## src/hdl/flash_status_pkg.sv

```systemverilog
// Purpose: constants and types for the flash command status flag block
// Assumes: one 25 MHz clock, synchronous active-high reset, AXI4-Lite register access
// Notes:   all fields of the status word sit in byte lane 0
//
// Operation
// - the access error flag reads 0 until an illegal access or sequence violation, then 1.
// - a program or erase attempt on a protected region during a write sequence sets bit 4.
// - writing 1 to bit 4 clears the protection violation flag and writing 0 leaves it alone.
// - while the protection violation flag is set no command launches and no sequence starts.
// - bit 3 reads 1 while a command executes with command-complete low and 0 when idle.
// - bit 2 of the status word is read-only and always reads 0.
// - an error during a command or the reset sequence sets one or more completion status bits.
// - a double fault in the reset sequence may leave completion status off its reset value.
// - writing 1 to bit 7 launches a command and bit 7 stays low until completion or violation.
// - while the access error flag at bit 5 is set launches are ignored; writing 1 clears it.
package flash_status_pkg;

	// ------------------------------------------------------------
	// register map
	// ------------------------------------------------------------
	localparam int              ADDR_W      = 8;
	localparam logic [7:0]      IDX_STATUS  = 8'h06;
	localparam logic [7:0]      IDX_IRQ_ST  = 8'h08;
	localparam logic [7:0]      IDX_IRQ_MSK = 8'h09;
	localparam logic [ADDR_W-1:0] ADDR_STATUS  = {IDX_STATUS[5:0], 2'b00};
	localparam logic [ADDR_W-1:0] ADDR_IRQ_ST  = {IDX_IRQ_ST[5:0], 2'b00};
	localparam logic [ADDR_W-1:0] ADDR_IRQ_MSK = {IDX_IRQ_MSK[5:0], 2'b00};

	// ------------------------------------------------------------
	// field positions
	// ------------------------------------------------------------
	localparam int BIT_CMD_DONE = 7;
	localparam int BIT_RSVD_HI  = 6;
	localparam int BIT_ACC_ERR  = 5;
	localparam int BIT_PROT     = 4;
	localparam int BIT_BUSY     = 3;
	localparam int BIT_RSVD_LO  = 2;
	localparam int STAT_W       = 2;
	localparam int IRQ_DONE     = 0;
	localparam int IRQ_ACC      = 1;
	localparam int IRQ_PROT     = 2;
	localparam int IRQ_W        = 3;

	// ------------------------------------------------------------
	// reset values and bus answers
	// ------------------------------------------------------------
	localparam logic              RST_CMD_DONE  = 1'b1;
	localparam logic [STAT_W-1:0] RST_COMP_STAT = 2'h0;
	localparam logic [IRQ_W-1:0]  RST_IRQ       = 3'h0;
	localparam logic [1:0]        RESP_OKAY     = 2'h0;
	localparam logic [1:0]        RESP_SLVERR   = 2'h2;
	localparam logic [31:0]       ZERO_WORD     = 32'h0000_0000;

	typedef enum logic [1:0] {
		ST_IDLE = 2'b00,
		ST_BUSY = 2'b01
	} ctl_state_t;

	// events from the command sequencer, one-cycle pulses on clk
	typedef struct packed {
		logic              cmd_done;
		logic              cmd_error;
		logic [STAT_W-1:0] cmd_code;
		logic              prot_hit;
		logic              seq_violation;
		logic              rst_seq_done;
		logic [STAT_W-1:0] rst_code;
	} seq_event_t;

	typedef struct packed {
		logic cmd_launch;
		logic seq_start_ok;
	} seq_ctrl_t;

	// sticky flag update: the set wins over a write-one clear
	function automatic logic [IRQ_W-1:0] w1c(input logic [IRQ_W-1:0] cur,
		input logic [IRQ_W-1:0] set, input logic [IRQ_W-1:0] clr);
		w1c = (cur & ~clr) | set;
	endfunction : w1c

endpackage : flash_status_pkg

```

## src/hdl/flash_command_status_flags.sv

```systemverilog
// Purpose: status flags of the flash command controller behind an AXI4-Lite slave
// Assumes: sequencer events are synchronous to clk; only byte lane 0 carries fields
// Notes:   one write and one read in flight at a time

`timescale 1ns/100ps

module flash_command_status_flags (
	input  wire logic                                 clk,
	input  wire logic                                 rst,
	input  wire logic [flash_status_pkg::ADDR_W-1:0]  s_axi_awaddr,
	input  wire logic                                 s_axi_awvalid,
	output logic                                      s_axi_awready,
	input  wire logic [31:0]                          s_axi_wdata,
	input  wire logic [3:0]                           s_axi_wstrb,
	input  wire logic                                 s_axi_wvalid,
	output logic                                      s_axi_wready,
	output logic [1:0]                                s_axi_bresp,
	output logic                                      s_axi_bvalid,
	input  wire logic                                 s_axi_bready,
	input  wire logic [flash_status_pkg::ADDR_W-1:0]  s_axi_araddr,
	input  wire logic                                 s_axi_arvalid,
	output logic                                      s_axi_arready,
	output logic [31:0]                               s_axi_rdata,
	output logic [1:0]                                s_axi_rresp,
	output logic                                      s_axi_rvalid,
	input  wire logic                                 s_axi_rready,
	input  wire flash_status_pkg::seq_event_t         seq_ev,
	output flash_status_pkg::seq_ctrl_t               seq_ctl,
	output logic                                      irq
);
	import flash_status_pkg::*;

	// ------------------------------------------------------------
	// state
	// ------------------------------------------------------------
	logic              aw_hold_reg,  aw_hold_next;
	logic [ADDR_W-1:0] awaddr_reg,   awaddr_next;
	logic              w_hold_reg,   w_hold_next;
	logic [31:0]       wdata_reg,    wdata_next;
	logic [3:0]        wstrb_reg,    wstrb_next;
	logic              bvalid_reg,   bvalid_next;
	logic [1:0]        bresp_reg,    bresp_next;
	logic              rvalid_reg,   rvalid_next;
	logic [31:0]       rdata_reg,    rdata_next;
	logic [1:0]        rresp_reg,    rresp_next;
	logic              rd_stat_reg,  rd_stat_next;
	ctl_state_t        state_reg,    state_next;
	logic              cmd_done_reg, cmd_done_next;
	logic              acc_reg,      acc_next;
	logic              prot_reg,     prot_next;
	logic [STAT_W-1:0] comp_reg,     comp_next;
	logic              launch_reg,   launch_next;
	logic [IRQ_W-1:0]  irq_st_reg,   irq_st_next;
	logic [IRQ_W-1:0]  irq_msk_reg,  irq_msk_next;

	logic              do_write;
	logic [ADDR_W-1:0] wr_addr;
	logic [31:0]       wr_data;
	logic              wr_lane0;
	logic              wr_status;
	logic              wr_irq_st;
	logic              wr_irq_msk;
	logic              wr_mapped;
	logic              rd_take;
	logic              busy_flag;
	logic              cmd_end;
	logic              try_launch;
	logic [7:0]        status_word;
	logic [IRQ_W-1:0]  irq_set;

	// ------------------------------------------------------------
	// bus handshakes
	// ------------------------------------------------------------
	assign s_axi_awready = !aw_hold_reg && !bvalid_reg;
	assign s_axi_wready  = !w_hold_reg && !bvalid_reg;
	assign s_axi_arready = !rvalid_reg;
	assign s_axi_bvalid  = bvalid_reg;
	assign s_axi_bresp   = bresp_reg;
	assign s_axi_rvalid  = rvalid_reg;
	assign s_axi_rdata   = rdata_reg;
	assign s_axi_rresp   = rresp_reg;

	assign busy_flag = (state_reg == ST_BUSY);
	assign seq_ctl.cmd_launch   = launch_reg;
	assign seq_ctl.seq_start_ok = !prot_reg;
	assign irq = |(irq_st_reg & irq_msk_reg);

	always_comb begin
		status_word               = 8'h00;
		status_word[BIT_CMD_DONE] = cmd_done_reg;
		status_word[BIT_ACC_ERR]  = acc_reg;
		status_word[BIT_PROT]     = prot_reg;
		status_word[BIT_BUSY]     = busy_flag;
		status_word[STAT_W-1:0]   = comp_reg;
		// bits 6 and 2 are left at zero
	end

	always_comb begin
		aw_hold_next = aw_hold_reg;
		awaddr_next  = awaddr_reg;
		w_hold_next  = w_hold_reg;
		wdata_next   = wdata_reg;
		wstrb_next   = wstrb_reg;
		bvalid_next  = bvalid_reg;
		bresp_next   = bresp_reg;
		rvalid_next  = rvalid_reg;
		rdata_next   = rdata_reg;
		rresp_next   = rresp_reg;
		rd_stat_next = rd_stat_reg;
		if (s_axi_awvalid && s_axi_awready) begin
			aw_hold_next = 1'b1;
			awaddr_next  = s_axi_awaddr;
		end
		if (s_axi_wvalid && s_axi_wready) begin
			w_hold_next = 1'b1;
			wdata_next  = s_axi_wdata;
			wstrb_next  = s_axi_wstrb;
		end
		// the write takes effect in the cycle its last half arrives
		do_write = aw_hold_next && w_hold_next && !bvalid_reg;
		wr_addr  = aw_hold_reg ? awaddr_reg : s_axi_awaddr;
		wr_data  = w_hold_reg ? wdata_reg : s_axi_wdata;
		wr_lane0 = w_hold_reg ? wstrb_reg[0] : s_axi_wstrb[0];
		wr_mapped  = (wr_addr == ADDR_STATUS) || (wr_addr == ADDR_IRQ_ST) ||
			(wr_addr == ADDR_IRQ_MSK);
		wr_status  = do_write && wr_lane0 && (wr_addr == ADDR_STATUS);
		wr_irq_st  = do_write && wr_lane0 && (wr_addr == ADDR_IRQ_ST);
		wr_irq_msk = do_write && wr_lane0 && (wr_addr == ADDR_IRQ_MSK);
		if (do_write) begin
			aw_hold_next = 1'b0;
			w_hold_next  = 1'b0;
			bvalid_next  = 1'b1;
			bresp_next   = wr_mapped ? RESP_OKAY : RESP_SLVERR;
		end
		if (bvalid_reg && s_axi_bready) begin
			bvalid_next = 1'b0;
		end
		rd_take = s_axi_arvalid && s_axi_arready;
		if (rd_take) begin
			rvalid_next  = 1'b1;
			rresp_next   = RESP_OKAY;
			rd_stat_next = (s_axi_araddr == ADDR_STATUS);
			case (s_axi_araddr)
				ADDR_STATUS: begin
					rdata_next = {24'h00_0000, status_word};
				end
				ADDR_IRQ_ST: begin
					rdata_next = {29'h0000_0000, irq_st_reg};
				end
				ADDR_IRQ_MSK: begin
					rdata_next = {29'h0000_0000, irq_msk_reg};
				end
				default: begin
					rdata_next = ZERO_WORD;
					rresp_next = RESP_SLVERR;
				end
			endcase
		end else if (rvalid_reg && s_axi_rready) begin
			rvalid_next = 1'b0;
		end
	end

	// ------------------------------------------------------------
	// command flags
	// ------------------------------------------------------------
	always_comb begin
		state_next    = state_reg;
		cmd_done_next = cmd_done_reg;
		comp_next     = comp_reg;
		launch_next   = 1'b0;
		// a violation while busy also ends the command
		cmd_end    = busy_flag && (seq_ev.cmd_done || seq_ev.seq_violation);
		// launch only from idle and only with both error flags clear
		try_launch = wr_status && wr_data[BIT_CMD_DONE] && !busy_flag &&
			!acc_reg && !prot_reg;
		acc_next  = (acc_reg && !(wr_status && wr_data[BIT_ACC_ERR])) ||
			seq_ev.seq_violation;
		prot_next = (prot_reg && !(wr_status && wr_data[BIT_PROT])) ||
			seq_ev.prot_hit;
		case (state_reg)
			ST_IDLE: begin
				if (try_launch) begin
					state_next    = ST_BUSY;
					cmd_done_next = 1'b0;
					comp_next     = RST_COMP_STAT;
					launch_next   = 1'b1;
				end
			end
			ST_BUSY: begin
				if (cmd_end) begin
					state_next    = ST_IDLE;
					cmd_done_next = 1'b1;
					if (seq_ev.cmd_done && seq_ev.cmd_error) begin
						comp_next = seq_ev.cmd_code;
					end
				end
			end
			default: begin
				state_next    = ST_IDLE;
				cmd_done_next = 1'b1;
			end
		endcase
		// a double fault found by the reset sequence lands here
		if (seq_ev.rst_seq_done) begin
			comp_next = seq_ev.rst_code;
		end
	end

	// ------------------------------------------------------------
	// interrupt flags
	// ------------------------------------------------------------
	always_comb begin
		irq_set           = 3'h0;
		irq_set[IRQ_DONE] = cmd_end;
		irq_set[IRQ_ACC]  = seq_ev.seq_violation;
		irq_set[IRQ_PROT] = seq_ev.prot_hit;
		irq_st_next  = w1c(irq_st_reg, irq_set,
			wr_irq_st ? wr_data[IRQ_W-1:0] : RST_IRQ);
		irq_msk_next = wr_irq_msk ? wr_data[IRQ_W-1:0] : irq_msk_reg;
	end

	always_ff @(posedge clk) begin
		if (rst) begin
			aw_hold_reg  <= 1'b0;
			awaddr_reg   <= '0;
			w_hold_reg   <= 1'b0;
			wdata_reg    <= ZERO_WORD;
			wstrb_reg    <= 4'h0;
			bvalid_reg   <= 1'b0;
			bresp_reg    <= RESP_OKAY;
			rvalid_reg   <= 1'b0;
			rdata_reg    <= ZERO_WORD;
			rresp_reg    <= RESP_OKAY;
			rd_stat_reg  <= 1'b0;
			state_reg    <= ST_IDLE;
			cmd_done_reg <= RST_CMD_DONE;
			acc_reg      <= 1'b0;
			prot_reg     <= 1'b0;
			comp_reg     <= RST_COMP_STAT;
			launch_reg   <= 1'b0;
			irq_st_reg   <= RST_IRQ;
			irq_msk_reg  <= RST_IRQ;
		end else begin
			aw_hold_reg  <= aw_hold_next;
			awaddr_reg   <= awaddr_next;
			w_hold_reg   <= w_hold_next;
			wdata_reg    <= wdata_next;
			wstrb_reg    <= wstrb_next;
			bvalid_reg   <= bvalid_next;
			bresp_reg    <= bresp_next;
			rvalid_reg   <= rvalid_next;
			rdata_reg    <= rdata_next;
			rresp_reg    <= rresp_next;
			rd_stat_reg  <= rd_stat_next;
			state_reg    <= state_next;
			cmd_done_reg <= cmd_done_next;
			acc_reg      <= acc_next;
			prot_reg     <= prot_next;
			comp_reg     <= comp_next;
			launch_reg   <= launch_next;
			irq_st_reg   <= irq_st_next;
			irq_msk_reg  <= irq_msk_next;
		end
	end
endmodule : flash_command_status_flags

```

## config.mk

```make
export PLATFORM = sky130hd
export DESIGN_NAME = flash_command_status_flags
export DESIGN_NICKNAME = d
export VERILOG_FILES = /design/src/hdl/flash_status_pkg.sv /design/src/hdl/flash_command_status_flags.sv
export SDC_FILE = /design/constraint.sdc
export NUM_CORES = 1
export LEC_CHECK = 0
export ABC_AREA = 1
export BUFFER_PORTS_ARGS = -buffer_cell sky130_fd_sc_hd__buf_2
export CAP_MARGIN = 25
export CELL_PAD_IN_SITES_DETAIL_PLACEMENT = 1
export CELL_PAD_IN_SITES_GLOBAL_PLACEMENT = 1
export CORE_ASPECT_RATIO = 1.1
export CORE_MARGIN = 4
export CORE_UTILIZATION = 28
export CTS_BUF_LIST = sky130_fd_sc_hd__clkbuf_16
export DETAILED_ROUTE_END_ITERATION = 8
export GPL_TIMING_DRIVEN = 0
export PLACE_DENSITY = 0.84
export SYNTH_ARGS = -nofsm -noshare
export SYNTH_HDL_FRONTEND = slang
export SYNTH_SLANG_ARGS = --single-unit
export TNS_END_PERCENT = 50
```

## constraint.sdc

```tcl
create_clock -name clk -period 1.27 [get_ports clk]
set_clock_uncertainty 0.05 [all_clocks]
set_input_delay 0.1905 -clock clk [delete_from_list [all_inputs] [get_ports clk]]
set_output_delay 0.1905 -clock clk [all_outputs]
set_load 0.01 [all_outputs]
```

==> run metrics <==
failing checks setup timing; status finished with violations; WL final 6.821 mm; power share of the combinational group 23.0%; number of synthesized flops with an enable pin 0; RSZ-0062 raised after global routing yes; detailed placer's ending HPWL 4.983 mm; row count 33; largest net degree at the start of global routing 15; gr busiest metal met2; Cell Area, Synth 2200 µm²; final hold viol count 0; period utilization 126.1%; Pint 2.953 mW; Setup WS post-layout -0.3316 ns; Clock power frac 41.2%; Syn-to-layout area delta 45.45%; Ys Warns 0; setup tns final -4.872 ns; CTS tree done; vias in the first global route 2,279; flop2flop setup slack -0.33 ns; Final Power 4.122 mW; max reg flops 8; pre-CTS setup slack -0.3636 ns; Seq pwr share 35.8%; Routed wire per std cell 12.94 µm; Final Max Tran Viols 0; worst path required time 1.41 ns; GR Layer Usage met1 15.34%; Critical Path End irq_msk_reg[1]; Clock Latency Late Sink 0.29 ns; first-pass GRT wire length 10.69 mm; P per Cell Area 1288 nW/µm²; peak supply drop 0.6025 mV; Worst Setup Path Type register to register; Die Y 101.0 µm; Crit. End Element register; clock tree buffer depth 2; DRT antenna net count 0; DRC violations left 0; reg2reg end irq_msk_reg[1]; R2R Path Start aw_hold_reg; Critical path origin aw_hold_reg; synth unique cells 34; ant diodes 0; layout cells sized above 1 38.39%; met2 Use GR 26.84%; clock transition at the registers of the reported paths 0.06 ns; DR pass1 iterations 4; 1st-iter DRT viols 75; Avg Cell Area, Syn 7.005 µm²; Max Cap Viol 0; Seq/Total Area, Yosys 37.32%; initial antenna violation count 0; DIE AREA 9339 µm²; Net Sw Power 1.169 mW; GPL Wtd Cong 0.8084; port buffer count 55; total CTS buffers 5; initial core utilization 29.11%; Min-Delay Path Class primary input to register; Syn Inst Count 314; Tot GR Track Use 14.35%; core area 7556 µm²; Critical Path AT 1.74 ns; final setup violation count 23; flops & latches, synth 41; Vias/cell 4.433; via count 2,336; main flop type after synthesis dfxtp_1; worst slew pin tran 0.5812 ns; H-tree depth 2; CP Launch Type register; fin crit period 1.602 ns; Die Width 92.51 µm; CP max FO 8; GR Overflow Total 0; Worst slew margin 61.26%; met3 Resource Use GR 3.585%; root buf cell clkbuf_16; I/O pins 112; Post-synth ARST share 0%; Max Freq 624.4 MHz; Final nets 489; clock tree sinks 41; Leak 1.574 nW; reg2reg path depth 12; hold_buf cts 0; Sw Ratio 28.36%
## placed cells by master, fill, tap and decap left out, types with 3 or more instances in the layout
cell type	n
nand3_1	13
buf_2	54
inv_2	3
nand2_1	57
o21ai_1	4
a21oi_1	19
dfxtp_1	39
nor2_1	42
mux2i_1	5
nand3b_1	3
clkbuf_1	3
o21ai_0	15
nor2_4	5
buf_4	45
nand2_2	13
buf_6	6
conb_1	27
clkbuf_16	5
a21oi_2	3
o21ai_2	5
nor2_2	7
inv_1	24
## per-layer routing
layer	vias to the layer above	routed length, µm
met5	-	0
met4	0	172
met3	17	346
met2	60	3730
met1	1099	2572
li1	1160	-
## area by class of cell
type                            count  area [µm²]
Inverter                           28       112.6
Multi-Input combinational cell    235        1221
Buffer                             36       277.8
Sequential cell                    41       823.3
Fill cell                         985        4357
Clock buffer                        5       125.1
Timing Repair Buffer               74       439.2
Tap cell                          105       131.4
Clock inverter                      3       68.82
## synthesized netlist by cell type, types with 2 or more instances
cell	instances	area (µm²)
nand2_1	65	244.0
nor3_1	3	15.01
nor2_2	2	12.51
nand2_2	5	31.28
a21oi_1	21	105.1
o21ai_0	22	110.1
nand3_1	13	65.06
nand3b_1	3	22.52
o21a_1	2	15.01
buf_6	2	22.52
nor2_1	50	187.7
nor2_4	2	22.52
buf_4	29	217.7
dfxtp_1	41	820.8
mux2i_1	5	50.05
clkbuf_1	5	18.77
inv_1	26	97.59
o31ai_1	2	15.01
## timing repair
item,4_1_cts,5_1_grt
setup buffers,9,10
setup endpoints to repair,40,39
pin swaps,4,10
resized for setup,35,19
## through the flow
step           hold WS [ns]  utilization [%]  instances  instance area [µm²]
3_3_place_gp         0.3398            35.83        500                 2708
6_report            0.03984            42.34        527                 3199
4_1_cts             0.03520            40.50        517                 3060
2_1_floorplan        0.2395                -        340                 2301
5_1_grt             0.04375            42.34        527                 3199
3_5_place_dp         0.3481            35.83        500                 2708
## worst min-delay path by stage
stage	startpoint	end	slack, ns	depth (start not counted)
3_5_place_dp	s_axi_bready	s_axi_bvalid	0.35	2
6_report	s_axi_bready	s_axi_bvalid	0.04	2
2_1_floorplan	s_axi_bready	s_axi_bvalid	0.24	1
5_1_grt	s_axi_bready	s_axi_bvalid	0.04	2
3_3_place_gp	s_axi_bready	s_axi_bvalid	0.34	2
4_1_cts	s_axi_bready	s_axi_bvalid	0.04	2
## power groups by stage
stage | sequential (mW) | combinational [mW] | clock, mW
CTS | 1.47 | 0.862 | 1.72
floorplan | 1.49 | 0.519 | 0
finish | 1.48 | 0.949 | 1.70
detailed placement | 1.50 | 0.749 | 0
global placement | 1.49 | 0.728 | 0
global route | 1.49 | 1.06 | 1.78
## critical path: stages, from the launching register on
cell and delay (ns):
dfxtp_2 0.33, buf_8 0.14, inv_8 0.06, nor2_4 0.07
nand2_2 0.06, o31ai_4 0.06, nand2_1 0.10, nor2_2 0.15
nand2_2 0.08, nor2_4 0.19, nand2_1 0.08, nand2_1 0.08
nor2_1 0.04
## kinds of logic after synthesis
| family | after synthesis | synth area share (%) |
|---|---|---|
| AOI/OAI and AO/OA | 52 | 12.86 |
| buffers and inverters | 64 | 16.89 |
| DFF | 41 | 37.32 |
| muxes | 5 | 2.275 |
| other | 1 | 0.1705 |
| and+or+nand+nor | 151 | 30.49 |
Note: power is estimated with default switching activity, not from simulation.
